==> src/pkg/wdtu_pkg.sv <==
/*
 * Constants, register map and field layout of the watchdog timeout unit.
 * Assumes a single 25 MHz system clock and an 8-bit register port.
 */
// Function
// RULE1 - Awake timeout without clear requests reset
// RULE2 - Counter runs from 31 kHz oscillator
// RULE3 - Mode 11: always active, even asleep
// RULE4 - Mode 10: active awake, off asleep
// RULE5 - Mode 01: software enable bit decides
// RULE6 - Mode 00: always disabled
// RULE7 - Select n gives 2^(n+5); high codes 1:32
// RULE8 - Reset: select 01011, enable 0
// RULE9 - Count cleared by listed events
// RULE10 - Sleep-enabled count restarts, cleared at exit
// RULE11 - Crystal clock: held clear until startup ends
// RULE12 - Sleep timeout wakes, updates flags, no reset
// RULE13 - Divider select change leaves watchdog alone
// RULE14 - Control: 7-6 zero, 5-1 select, 0 enable
// RULE15 - Sleep wake: powerdown cleared, timeout set
// RULE16 - Held at zero while clearing persists
package wdtu_pkg;
    // Clock and oscillator figures
    localparam int SYS_CLK_HZ       = 25_000_000;
    localparam int LF_OSC_HZ        = 31_000;
    localparam int BASE_INTERVAL_US = 1_000;
    localparam int LF_TICK_CYCLES   = SYS_CLK_HZ / LF_OSC_HZ;

    // Counter and prescale layout
    localparam int          CNT_W         = 23;
    localparam int          SEL_W         = 5;
    localparam int          BASE_SHIFT    = 5;
    localparam logic [4:0]  SEL_MAX_VALID = 5'h12;
    localparam logic [4:0]  SEL_RESET     = 5'h0b;
    localparam logic        SWEN_RESET    = 1'h0;

    // Register port
    localparam int         ADDR_W    = 4;
    localparam int         DATA_W    = 8;
    localparam logic [3:0] ADDR_CTRL = 4'h0;
    localparam logic [3:0] ADDR_EVT  = 4'h1;
    localparam logic [3:0] ADDR_MASK = 4'h2;
    localparam logic [3:0] ADDR_FLAG = 4'h3;

    // Control register fields
    localparam int SWEN_BIT = 0;
    localparam int SEL_LSB  = 1;
    localparam int SEL_MSB  = 5;

    // Event and flag bits
    localparam int EVT_RESET = 0;
    localparam int EVT_WAKE  = 1;
    localparam int EVT_W     = 2;
    localparam int FLAG_TO   = 0;
    localparam int FLAG_PD   = 1;
    localparam int FLAG_RC   = 2;

    // Mode configuration encodings
    typedef enum logic [1:0] {
        WDTU_MODE_OFF   = 2'h0,
        WDTU_MODE_SW    = 2'h1,
        WDTU_MODE_AWAKE = 2'h2,
        WDTU_MODE_ON    = 2'h3
    } wdtu_mode_type;
endpackage

==> src/pkg/wdtu_cnt_if.sv <==
/*
 * Interface joining oscillator synchroniser, prescale counter and control.
 * Assumes all members live on the system clock.
 */
`timescale 1ns/10ps
`default_nettype none
interface wdtu_cnt_if;
    import wdtu_pkg::*;
    logic             tick;
    logic             clear;
    logic [SEL_W-1:0] periodSel;
    logic             expire;
    logic [CNT_W-1:0] count;

    modport osc (output tick);
    modport cnt (input tick, input clear, input periodSel, output expire, output count);
    modport ctl (input tick, output clear, output periodSel, input expire, input count);
endinterface
`default_nettype wire

==> src/core/wdtu_osc_sync.sv <==
/*
 * Brings the low frequency oscillator pin into the system clock and emits
 * one pulse per rising edge. Assumes the oscillator is far slower than clk.
 */
`timescale 1ns/10ps
`default_nettype none
module wdtu_osc_sync
    import wdtu_pkg::*;
(
    // Clock and reset
    input  wire logic clk,
    input  wire logic arst_n,
    // Oscillator pin
    input  wire logic lowFreqInternalOsc,
    // Tick toward the counter
    wdtu_cnt_if.osc   port
);
    logic syncA;
    logic syncB;
    logic syncPrev;

    // Two-stage synchroniser, then edge history
    always_ff @(posedge clk or negedge arst_n)
    begin
        if (!arst_n)
        begin
            syncA    <= 1'h0;
            syncB    <= 1'h0;
            syncPrev <= 1'h0;
        end
        else
        begin
            syncA    <= lowFreqInternalOsc;
            syncB    <= syncA;
            syncPrev <= syncB;
        end
    end

    // One tick per oscillator period
    assign port.tick = syncB & ~syncPrev; // RULE2
endmodule
`default_nettype wire

==> src/core/wdtu_prescaler.sv <==
/*
 * Counts oscillator ticks up to the selected power-of-two period.
 * Assumes clear and periodSel come from logic on the same clock.
 */
`timescale 1ns/10ps
`default_nettype none
module wdtu_prescaler
    import wdtu_pkg::*;
(
    // Clock and reset
    input  wire logic clk,
    input  wire logic arst_n,
    // Counter port
    wdtu_cnt_if.cnt   port
);
    logic [CNT_W-1:0] count;

    // Last count value of a period
    function automatic logic [CNT_W-1:0] limitFor(input logic [SEL_W-1:0] sel);
        logic [CNT_W:0] one;
        one = {{CNT_W{1'h0}}, 1'h1};
        if (sel > SEL_MAX_VALID)
            limitFor = CNT_W'((one << BASE_SHIFT) - 1'h1); // RULE7
        else
            limitFor = CNT_W'((one << (int'(sel) + BASE_SHIFT)) - 1'h1); // RULE7
    endfunction

    // Clear holds at zero, wrap after expiry
    always_ff @(posedge clk or negedge arst_n)
    begin
        if (!arst_n)
            count <= '0; // RULE9
        else if (port.clear)
            count <= '0; // RULE16
        else if (port.expire)
            count <= '0;
        else if (port.tick)
            count <= count + 1'h1; // RULE2
    end

    assign port.expire = port.tick & ~port.clear & (count == limitFor(port.periodSel));
    assign port.count  = count;

    property p_clear_zero;
        @(posedge clk) disable iff (!arst_n) port.clear |=> (count == '0);
    endproperty
    a_clear_zero: assert property (p_clear_zero) else $error("count not zero after clear"); // RULE16

    property p_short_period;
        @(posedge clk) disable iff (!arst_n)
        (port.expire && port.periodSel > SEL_MAX_VALID) |-> (count == CNT_W'(31));
    endproperty
    a_short_period: assert property (p_short_period) else $error("reserved select not 1:32"); // RULE7
endmodule
`default_nettype wire

==> src/core/wdtu_top.sv <==
/*
 * Watchdog timeout unit: mode decode, clearing, control register,
 * status flags, event interrupt and reset or wake request.
 * Assumes sleep, clear, fail and startup inputs come from logic on clk;
 * only the oscillator pin is asynchronous.
 */
`timescale 1ns/10ps
`default_nettype none
module wdtu_top
    import wdtu_pkg::*;
(
    // Clock and reset
    input  wire logic              clk,
    input  wire logic              arst_n,
    // Oscillator pin
    input  wire logic              lowFreqInternalOsc,
    // Device state
    input  wire logic [1:0]        watchdogModeConfig,
    input  wire logic              sleepMode,
    input  wire logic              watchdogClearInstruction,
    input  wire logic              oscFail,
    input  wire logic              crystalClock,
    input  wire logic              oscStartupTimer,
    // Register port
    input  wire logic [ADDR_W-1:0] regAddr,
    input  wire logic [DATA_W-1:0] regWdata,
    input  wire logic              regWrite,
    input  wire logic              regRead,
    output logic      [DATA_W-1:0] regRdata,
    // Requests and flags
    output logic                   resetRequest,
    output logic                   wakeRequest,
    output logic                   timeoutStatusFlag,
    output logic                   powerdownStatusFlag,
    output logic                   watchdogResetCauseFlag,
    output logic                   irq
);
    wdtu_cnt_if cntBus ();

    logic [SEL_W-1:0]  timeoutPrescaleSelect;
    logic              softwareWatchdogEnable;
    logic [EVT_W-1:0]  evtStatus;
    logic [EVT_W-1:0]  evtMask;
    logic              sleepPrev;
    logic              active;
    logic              sleepEntry;
    logic              sleepExit;
    logic              ostHold;
    logic              wrCtrl;
    logic              wrEvt;
    logic              wrMask;
    logic              wrFlag;
    logic [EVT_W-1:0]  evtSet;
    logic [EVT_W-1:0]  next_evtStatus;

    wdtu_osc_sync u_sync (
        .clk                (clk),
        .arst_n             (arst_n),
        .lowFreqInternalOsc (lowFreqInternalOsc),
        .port               (cntBus)
    );

    wdtu_prescaler u_pre (
        .clk    (clk),
        .arst_n (arst_n),
        .port   (cntBus)
    );

    // Mode decode; the divider select is not an input, so it cannot disturb this
    always_comb
    begin
        case (wdtu_mode_type'(watchdogModeConfig))
            WDTU_MODE_ON:    active = 1'h1; // RULE3
            WDTU_MODE_AWAKE: active = ~sleepMode; // RULE4
            WDTU_MODE_SW:    active = softwareWatchdogEnable; // RULE5
            WDTU_MODE_OFF:   active = 1'h0; // RULE6
            default:         active = 1'h0;
        endcase
    end

    // Sleep edges
    always_ff @(posedge clk or negedge arst_n)
    begin
        if (!arst_n)
            sleepPrev <= 1'h0;
        else
            sleepPrev <= sleepMode;
    end

    assign sleepEntry = sleepMode & ~sleepPrev;
    assign sleepExit  = ~sleepMode & sleepPrev;
    assign ostHold    = crystalClock & oscStartupTimer & ~sleepMode; // RULE11

    // Clearing conditions; a disabled watchdog is held at zero
    assign cntBus.clear = watchdogClearInstruction | sleepEntry | sleepExit | oscFail
                        | ~active | ostHold; // RULE9 RULE10 RULE13
    assign cntBus.periodSel = timeoutPrescaleSelect;

    // Register write decode
    assign wrCtrl = regWrite && (regAddr == ADDR_CTRL);
    assign wrEvt  = regWrite && (regAddr == ADDR_EVT);
    assign wrMask = regWrite && (regAddr == ADDR_MASK);
    assign wrFlag = regWrite && (regAddr == ADDR_FLAG);

    // Control register
    always_ff @(posedge clk or negedge arst_n)
    begin
        if (!arst_n)
        begin
            timeoutPrescaleSelect  <= SEL_RESET; // RULE8
            softwareWatchdogEnable <= SWEN_RESET; // RULE8
        end
        else if (wrCtrl)
        begin
            timeoutPrescaleSelect  <= regWdata[SEL_MSB:SEL_LSB]; // RULE14
            softwareWatchdogEnable <= regWdata[SWEN_BIT]; // RULE14
        end
    end

    // Timeout outcome: reset when awake, wake when asleep
    always_ff @(posedge clk or negedge arst_n)
    begin
        if (!arst_n)
        begin
            resetRequest <= 1'h0;
            wakeRequest  <= 1'h0;
        end
        else
        begin
            resetRequest <= cntBus.expire & ~sleepMode; // RULE1
            wakeRequest  <= cntBus.expire & sleepMode; // RULE12
        end
    end

    // Timeout and powerdown flags
    always_ff @(posedge clk or negedge arst_n)
    begin
        if (!arst_n)
        begin
            timeoutStatusFlag   <= 1'h0;
            powerdownStatusFlag <= 1'h0;
        end
        else if (cntBus.expire)
        begin
            timeoutStatusFlag   <= 1'h1; // RULE12
            powerdownStatusFlag <= powerdownStatusFlag & ~sleepMode; // RULE15
        end
        else if (watchdogClearInstruction)
        begin
            timeoutStatusFlag   <= 1'h0;
            powerdownStatusFlag <= 1'h0;
        end
        else if (sleepEntry)
            powerdownStatusFlag <= 1'h1;
    end

    // Reset-cause flag, cleared by writing one; a new timeout wins
    always_ff @(posedge clk or negedge arst_n)
    begin
        if (!arst_n)
            watchdogResetCauseFlag <= 1'h0;
        else if (cntBus.expire)
            watchdogResetCauseFlag <= 1'h1; // RULE12
        else if (wrFlag && regWdata[FLAG_RC])
            watchdogResetCauseFlag <= 1'h0;
    end

    // Sticky events, write one to clear, set wins
    assign evtSet = {cntBus.expire & sleepMode, cntBus.expire & ~sleepMode};

    always_comb
    begin
        next_evtStatus = evtStatus;
        if (wrEvt)
            next_evtStatus = evtStatus & ~regWdata[EVT_W-1:0];
        next_evtStatus = next_evtStatus | evtSet;
    end

    always_ff @(posedge clk or negedge arst_n)
    begin
        if (!arst_n)
        begin
            evtStatus <= '0;
            evtMask   <= '0;
            irq       <= 1'h0;
        end
        else
        begin
            evtStatus <= next_evtStatus;
            irq       <= |(next_evtStatus & (wrMask ? regWdata[EVT_W-1:0] : evtMask));
            if (wrMask)
                evtMask <= regWdata[EVT_W-1:0];
        end
    end

    // Read data, one cycle after the strobe; unmapped reads zero
    always_ff @(posedge clk or negedge arst_n)
    begin
        if (!arst_n)
            regRdata <= '0;
        else if (regRead)
        begin
            case (regAddr)
                ADDR_CTRL: regRdata <= {2'h0, timeoutPrescaleSelect, softwareWatchdogEnable}; // RULE14
                ADDR_EVT:  regRdata <= {{(DATA_W-EVT_W){1'h0}}, evtStatus};
                ADDR_MASK: regRdata <= {{(DATA_W-EVT_W){1'h0}}, evtMask};
                ADDR_FLAG: regRdata <= {5'h0, watchdogResetCauseFlag, powerdownStatusFlag, timeoutStatusFlag};
                default:   regRdata <= '0;
            endcase
        end
        else
            regRdata <= '0;
    end

    property p_awake_reset;
        @(posedge clk) disable iff (!arst_n) (cntBus.expire && !sleepMode) |=> (resetRequest && !wakeRequest);
    endproperty
    a_awake_reset: assert property (p_awake_reset) else $error("awake timeout gave no reset"); // RULE1

    property p_sleep_wake;
        @(posedge clk) disable iff (!arst_n) (cntBus.expire && sleepMode) |=> (wakeRequest && !resetRequest);
    endproperty
    a_sleep_wake: assert property (p_sleep_wake) else $error("sleep timeout did not wake"); // RULE12

    property p_mode_on;
        @(posedge clk) disable iff (!arst_n) (watchdogModeConfig == 2'h3) |-> active;
    endproperty
    a_mode_on: assert property (p_mode_on) else $error("always-on mode inactive"); // RULE3

    property p_mode_awake;
        @(posedge clk) disable iff (!arst_n) (watchdogModeConfig == 2'h2) |-> (active == !sleepMode);
    endproperty
    a_mode_awake: assert property (p_mode_awake) else $error("awake-only mode wrong"); // RULE4

    property p_mode_sw;
        @(posedge clk) disable iff (!arst_n) (watchdogModeConfig == 2'h1) |-> (active == softwareWatchdogEnable);
    endproperty
    a_mode_sw: assert property (p_mode_sw) else $error("software mode ignores enable"); // RULE5

    property p_mode_off;
        @(posedge clk) disable iff (!arst_n) (watchdogModeConfig == 2'h0) |=> (cntBus.count == '0);
    endproperty
    a_mode_off: assert property (p_mode_off) else $error("off mode counted"); // RULE6

    property p_sleep_edge;
        @(posedge clk) disable iff (!arst_n) ($rose(sleepMode) || $fell(sleepMode)) |=> (cntBus.count == '0);
    endproperty
    a_sleep_edge: assert property (p_sleep_edge) else $error("sleep edge did not clear"); // RULE10

    property p_ctrl_read;
        @(posedge clk) disable iff (!arst_n)
        (regRead && regAddr == ADDR_CTRL && !regWrite) |=>
        (regRdata == {2'h0, $past(timeoutPrescaleSelect), $past(softwareWatchdogEnable)});
    endproperty
    a_ctrl_read: assert property (p_ctrl_read) else $error("control readback wrong"); // RULE14

    property p_wake_flags;
        @(posedge clk) disable iff (!arst_n) (cntBus.expire && sleepMode) |=> (timeoutStatusFlag && !powerdownStatusFlag);
    endproperty
    a_wake_flags: assert property (p_wake_flags) else $error("wake flags not updated"); // RULE15

    property p_ost_hold;
        @(posedge clk) disable iff (!arst_n)
        (crystalClock && oscStartupTimer && !sleepMode) |=> (cntBus.count == '0);
    endproperty
    a_ost_hold: assert property (p_ost_hold) else $error("count ran during startup hold"); // RULE11

    property p_fail_clear;
        @(posedge clk) disable iff (!arst_n)
        oscFail |=> (cntBus.count == '0);
    endproperty
    a_fail_clear: assert property (p_fail_clear) else $error("oscillator failure did not clear"); // RULE9

    property p_clr_instr;
        @(posedge clk) disable iff (!arst_n)
        watchdogClearInstruction |=> (cntBus.count == '0);
    endproperty
    a_clr_instr: assert property (p_clr_instr) else $error("clear instruction did not clear"); // RULE9

    property p_asleep_no_reset;
        @(posedge clk) disable iff (!arst_n)
        sleepMode |=> !resetRequest;
    endproperty
    a_asleep_no_reset: assert property (p_asleep_no_reset) else $error("reset requested in sleep"); // RULE12

    property p_awake_no_wake;
        @(posedge clk) disable iff (!arst_n)
        !sleepMode |=> !wakeRequest;
    endproperty
    a_awake_no_wake: assert property (p_awake_no_wake) else $error("wake requested while awake"); // RULE1

    property p_sel_write;
        @(posedge clk) disable iff (!arst_n)
        (regWrite && regAddr == ADDR_CTRL) |=> (timeoutPrescaleSelect == $past(regWdata[SEL_MSB:SEL_LSB]));
    endproperty
    a_sel_write: assert property (p_sel_write) else $error("period select not written"); // RULE14

    property p_tick_only;
        @(posedge clk) disable iff (!arst_n)
        (!cntBus.clear && !cntBus.tick) |=> $stable(cntBus.count);
    endproperty
    a_tick_only: assert property (p_tick_only) else $error("count moved without a tick"); // RULE2

    property p_pd_set;
        @(posedge clk) disable iff (!arst_n)
        (sleepEntry && !watchdogClearInstruction) |=> powerdownStatusFlag;
    endproperty
    a_pd_set: assert property (p_pd_set) else $error("powerdown flag not set on sleep"); // RULE12

    property p_cause_set;
        @(posedge clk) disable iff (!arst_n)
        cntBus.expire |=> watchdogResetCauseFlag;
    endproperty
    a_cause_set: assert property (p_cause_set) else $error("reset cause flag not set"); // RULE12
endmodule
`default_nettype wire

==> config.mk <==
export PLATFORM = sky130hd
export DESIGN_NAME = wdtu_top
export DESIGN_NICKNAME = d
export VERILOG_FILES = /design/src/pkg/wdtu_pkg.sv /design/src/pkg/wdtu_cnt_if.sv /design/src/core/wdtu_osc_sync.sv /design/src/core/wdtu_prescaler.sv /design/src/core/wdtu_top.sv
export SDC_FILE = /design/constraint.sdc
export NUM_CORES = 1
export LEC_CHECK = 0
export ABC_CLOCK_PERIOD_IN_PS = 5100
export BUFFER_PORTS_ARGS = -buffer_cell sky130_fd_sc_hd__buf_4
export CAP_MARGIN = 25
export CORE_AREA = 2 2 69 121
export CTS_BUF_LIST = sky130_fd_sc_hd__clkbuf_8
export DETAILED_ROUTE_END_ITERATION = 6
export DIE_AREA = 0 0 71 123
export PLACE_DENSITY = 0.61
export REMOVE_ABC_BUFFERS = 1
export SYNTH_ARGS = -nofsm -noshare
export SYNTH_HDL_FRONTEND = slang
export SYNTH_SLANG_ARGS = --single-unit
export TNS_END_PERCENT = 100
==> constraint.sdc <==
create_clock -name clk -period 5.1 [get_ports clk]
set_input_delay 0.51 -clock clk [delete_from_list [all_inputs] [get_ports clk]]
set_output_delay 0.51 -clock clk [all_outputs]
set_load 0.005 [all_outputs]
==> results_tabular.tex <==
\begin{tabular}{lr}
\hline
Metric & Value \\
\hline
\multicolumn{2}{l}{\textbf{STA}} \\
\quad Setup Skew & 0.01146 ns \\
\quad Count of final setup violators & 0 \\
\quad Hold Fails Final Rpt & 0 \\
\quad Final critical path time including I/O delays and setup & 3.529 ns \\
\quad Final total negative setup slack & 0 ns \\
\quad Number of max-slew violations in the final report & 0 \\
\quad Min setup slack post-route & 1.571 ns \\
\quad RSZ-0062 raised after global routing & false \\
\quad Final Cycle Share & 0.6920 \\
\quad Worst hold-check slack & 0.2009 ns \\
\quad Relative slew slack & 0.3842 \\
\quad Slew at the pin closest to its max-slew limit & 0.9236 ns \\
\quad Max Fclk & 283.3 MHz \\
\multicolumn{2}{l}{\textbf{CTS}} \\
\quad Root buf cell & sky130\_fd\_sc\_hd\_\_clkbuf\_8 \\
\quad CTS resizes & 0 \\
\quad Hold buffer count at cts & 0 \\
\quad CTS tree & built \\
\quad Register clock-pin slew on the reported worst setup and hold paths & 0.10 ns \\
\quad Clock insertion delay at the later pin of the skew report & 0.32 ns \\
\quad Max H-tree Level & 2 \\
\quad Setup repair bufs after CTS & 0 \\
\quad \# clock sinks & 49 \\
\quad TritonCTS Buffers & 5 \\
\quad Clock Path Buffers & 2 \\
\multicolumn{2}{l}{\textbf{Yosys}} \\
\quad Ys flop type & sky130\_fd\_sc\_hd\_\_dfrtp\_1 \\
\quad Mapped Avg Cell Area & 8.797 sq um \\
\quad Number of synthesized flops with an enable pin & 0 \\
\quad Number of instances in the synthesized netlist & 388 \\
\quad Total number of yosys warnings & 0 \\
\quad Yosys cell types & 73 \\
\quad Async S/R FF share, synth & 1.000 \\
\quad Sequential element share of the synthesized area & 0.3603 \\
\quad Cell Area, Synth & 3413 sq um \\
\quad Flop and latch count out of synthesis & 49 \\
\multicolumn{2}{l}{\textbf{Finish}} \\
\quad Antenna cell count & 0 \\
\quad Post-route standard cell area excluding fillers & 3715 sq um \\
\quad Leading cell type in the layout, fill and taps excluded & sky130\_fd\_sc\_hd\_\_dfrtp\_1 \\
\quad Leading cell types in the layout, fill and taps excluded & sky130\_fd\_sc\_hd\_\_dfrtp\_1, sky130\_fd\_sc\_hd\_\_nand2\_1, sky130\_fd\_sc\_hd\_\_buf\_4 \\
\quad Share of cells above drive strength 1 & 0.1830 \\
\quad Fin util & 0.4762 \\
\quad Non-filler instance count after layout & 489 \\
\quad Area Overhead vs Synth & 8.834\% \\
\quad Number of nets in the final layout & 424 \\
\multicolumn{2}{l}{\textbf{Pwr}} \\
\quad Power after layout & 990.7 uW \\
\quad Worst supply voltage drop on vdd & 0.1915 mV \\
\quad Power per Cell Area & 266.7 nW/um\^{}2 \\
\quad Leakage & 1.679 nW \\
\multicolumn{2}{l}{\textbf{Placed design}} \\
\quad Quantity of I/O buffers inserted on ports & 33 \\
\quad Placed cell area & 3618 sq um \\
\quad Number of placed instances, taps included & 481 \\
\quad RePlAce Congestion & 0.8815 \\
\quad Post-Place Worst Slack & 1.635 ns \\
\quad HPWL after detailed placement & 6.626 mm \\
\multicolumn{2}{l}{\textbf{Critical path}} \\
\quad Sum of buffers and inverters on the critical path & 1 \\
\quad Cells along the critical path & inv\_1, a221oi\_1, a211oi\_1, o221ai\_1, and3\_1, nand3\_2, a32o\_1 \\
\quad Critical path type & flop to flop \\
\quad CP max stage delay & 0.81 ns \\
\quad Crit-path max FO & 22 \\
\quad Crit path max-delay family & compound AO/OA/AOI/OAI gates \\
\quad Setup slack of the worst register-to-register path & 1.57 ns \\
\quad Required time of the critical path & 5.31 ns \\
\quad R2R cell count & 7 \\
\quad Critical path endpoint category & flop \\
\quad Critical-path cell with the highest stage delay & sky130\_fd\_sc\_hd\_\_and3\_1 \\
\quad Crit path from & cntBus.periodSel[4] \\
\quad Critical Path Source Type & flop \\
\quad Launching point of the worst reg2reg path & cntBus.periodSel[4] \\
\quad Cell count along the critical path & 7 \\
\quad R2r endpoint & powerdownStatusFlag \\
\quad Worst Path Arrival & 3.74 ns \\
\multicolumn{2}{l}{\textbf{Worst hold path}} \\
\quad Path class of the lowest-slack min-delay path & input port to asynchronous set/reset pin \\
\multicolumn{2}{l}{\textbf{Global routing}} \\
\quad Pin count of the biggest net entering global routing & 50 \\
\quad Number of antenna violations at the first check in global routing & 0 \\
\quad Congestion Overflow GR & 0 \\
\quad Overall fraction of global-route tracks in use & 0.2258 \\
\quad First-pass GRT wire length & 15.25 mm \\
\quad Vias in the first global route & 3110 \\
\multicolumn{2}{l}{\textbf{Routing}} \\
\quad Detailed-route vias per instance & 6.258 \\
\quad Total number of vias & 3060 \\
\quad Initial detailed-routing violation count & 179 \\
\quad Remaining design rule violation count & 0 \\
\quad Detailed-route wire length & 9.307 mm \\
\quad Detailed-router iteration count before antenna repair & 4 \\
\quad Average routed wire per standard cell & 19.03 um \\
\quad Number of routed nets with antenna violations & 0 \\
\multicolumn{2}{l}{\textbf{Floorplan}} \\
\quad Row count & 43 \\
\quad Width of the die & 71 um \\
\quad I/O pins & 38 \\
\quad DIE HEIGHT & 123 um \\
\quad Initial standard-cell utilization of the core & 0.4375 \\
\quad Area of the core region & 7801 sq um \\
\quad Total die area & 8733 sq um \\
\multicolumn{2}{l}{\textbf{Job}} \\
\quad Number of violations of the max-capacitance limit & 0 \\
\multicolumn{2}{l}{\textbf{Outcome}} \\
\quad Status & completed \\
\hline
\end{tabular}
flip-flops by register name, summed over array words and instances (netlist names):
| name | count |
|---|---|
| irq | 1 |
| powerdownStatusFlag | 1 |
| evtStatus | 2 |
| u_pre.port.count | 23 |
| evtMask | 2 |
| wakeRequest | 1 |
| softwareWatchdogEnable | 1 |
| resetRequest | 1 |
| u_sync.syncB | 1 |
| u_sync.syncPrev | 1 |
| regRdata | 6 |
| u_sync.syncA | 1 |
| watchdogResetCauseFlag | 1 |
| sleepPrev | 1 |
| cntBus.periodSel | 5 |
| timeoutStatusFlag | 1 |
metal layers:
layer / global-route usage / routed length (um)
met2: 0.4171 / 4988
met3: 0.03504 / 329
met4: 0.1380 / 484
met5: 0 / 0
met1: 0.2350 / 3505
worst reg2reg max path, cell delays in order, from the launching register on:
cell and delay [ns]:
sky130_fd_sc_hd__dfrtp_1 0.78, sky130_fd_sc_hd__inv_1 0.46, sky130_fd_sc_hd__a221oi_1 0.36, sky130_fd_sc_hd__a211oi_1 0.07
sky130_fd_sc_hd__o221ai_1 0.41, sky130_fd_sc_hd__and3_1 0.81, sky130_fd_sc_hd__nand3_2 0.27, sky130_fd_sc_hd__a32o_1 0.26
Yosys cell counts (3+ instances only):
cell type | instances | area share
sky130_fd_sc_hd__a21o_1 | 16 | 0.035
sky130_fd_sc_hd__a211oi_1 | 3 | 0.0066
sky130_fd_sc_hd__nand3_1 | 20 | 0.029
sky130_fd_sc_hd__or2_2 | 8 | 0.015
sky130_fd_sc_hd__o21ai_0 | 17 | 0.025
sky130_fd_sc_hd__dfstp_2 | 3 | 0.023
sky130_fd_sc_hd__and4_1 | 3 | 0.0077
sky130_fd_sc_hd__and2_1 | 3 | 0.0055
sky130_fd_sc_hd__inv_1 | 10 | 0.011
sky130_fd_sc_hd__clkbuf_1 | 16 | 0.018
sky130_fd_sc_hd__nor2_1 | 22 | 0.024
sky130_fd_sc_hd__buf_1 | 4 | 0.0044
sky130_fd_sc_hd__or3_1 | 4 | 0.0073
sky130_fd_sc_hd__and3_1 | 13 | 0.024
sky130_fd_sc_hd__o22ai_1 | 4 | 0.0073
sky130_fd_sc_hd__a221oi_1 | 17 | 0.044
sky130_fd_sc_hd__mux2i_1 | 5 | 0.015
sky130_fd_sc_hd__nor4_1 | 11 | 0.020
sky130_fd_sc_hd__nand2b_1 | 9 | 0.016
sky130_fd_sc_hd__a31oi_1 | 4 | 0.0073
sky130_fd_sc_hd__mux2_2 | 7 | 0.023
sky130_fd_sc_hd__buf_2 | 7 | 0.010
sky130_fd_sc_hd__nor2b_1 | 6 | 0.011
sky130_fd_sc_hd__a21oi_1 | 7 | 0.010
sky130_fd_sc_hd__xor2_1 | 6 | 0.015
sky130_fd_sc_hd__buf_4 | 4 | 0.0088
sky130_fd_sc_hd__nor3_1 | 10 | 0.015
sky130_fd_sc_hd__nand2_1 | 41 | 0.045
sky130_fd_sc_hd__dfrtp_1 | 46 | 0.34
power breakdown:
| part | internal [mW] | switching [mW] |
|---|---|---|
| logic | 0.115 | 0.148 |
| registers | 0.411 | 0.0607 |
| clock network | 0.110 | 0.146 |
| total | 0.636 | 0.355 |
worst max-delay path by stage:
stage,endpoint
floorplan,powerdownStatusFlag
global placement,powerdownStatusFlag
detailed placement,powerdownStatusFlag
CTS,powerdownStatusFlag
global route,powerdownStatusFlag
finish,powerdownStatusFlag
cell type report:
type	count	area, sq um
timing repair buffer	35	262.8
tap	90	112.6
inverter	10	37.54
clock buffer	6	82.58
fill	748	4086
multi-input combinational	297	1976
sequential	49	1230
clock inverter	2	13.76
cell families after synthesis:
family / after synthesis / share of synthesized area
compound gates: 96 / 0.2141
xor+xnor: 8 / 0.02053
fa+ha+maj: 2 / 0.007330
buf+inv: 44 / 0.06305
flops: 49 / 0.3603
mux: 15 / 0.05535
other cells: 2 / 0.002200
simple gates: 172 / 0.2771
Note: power is estimated with default switching activity, not from simulation.
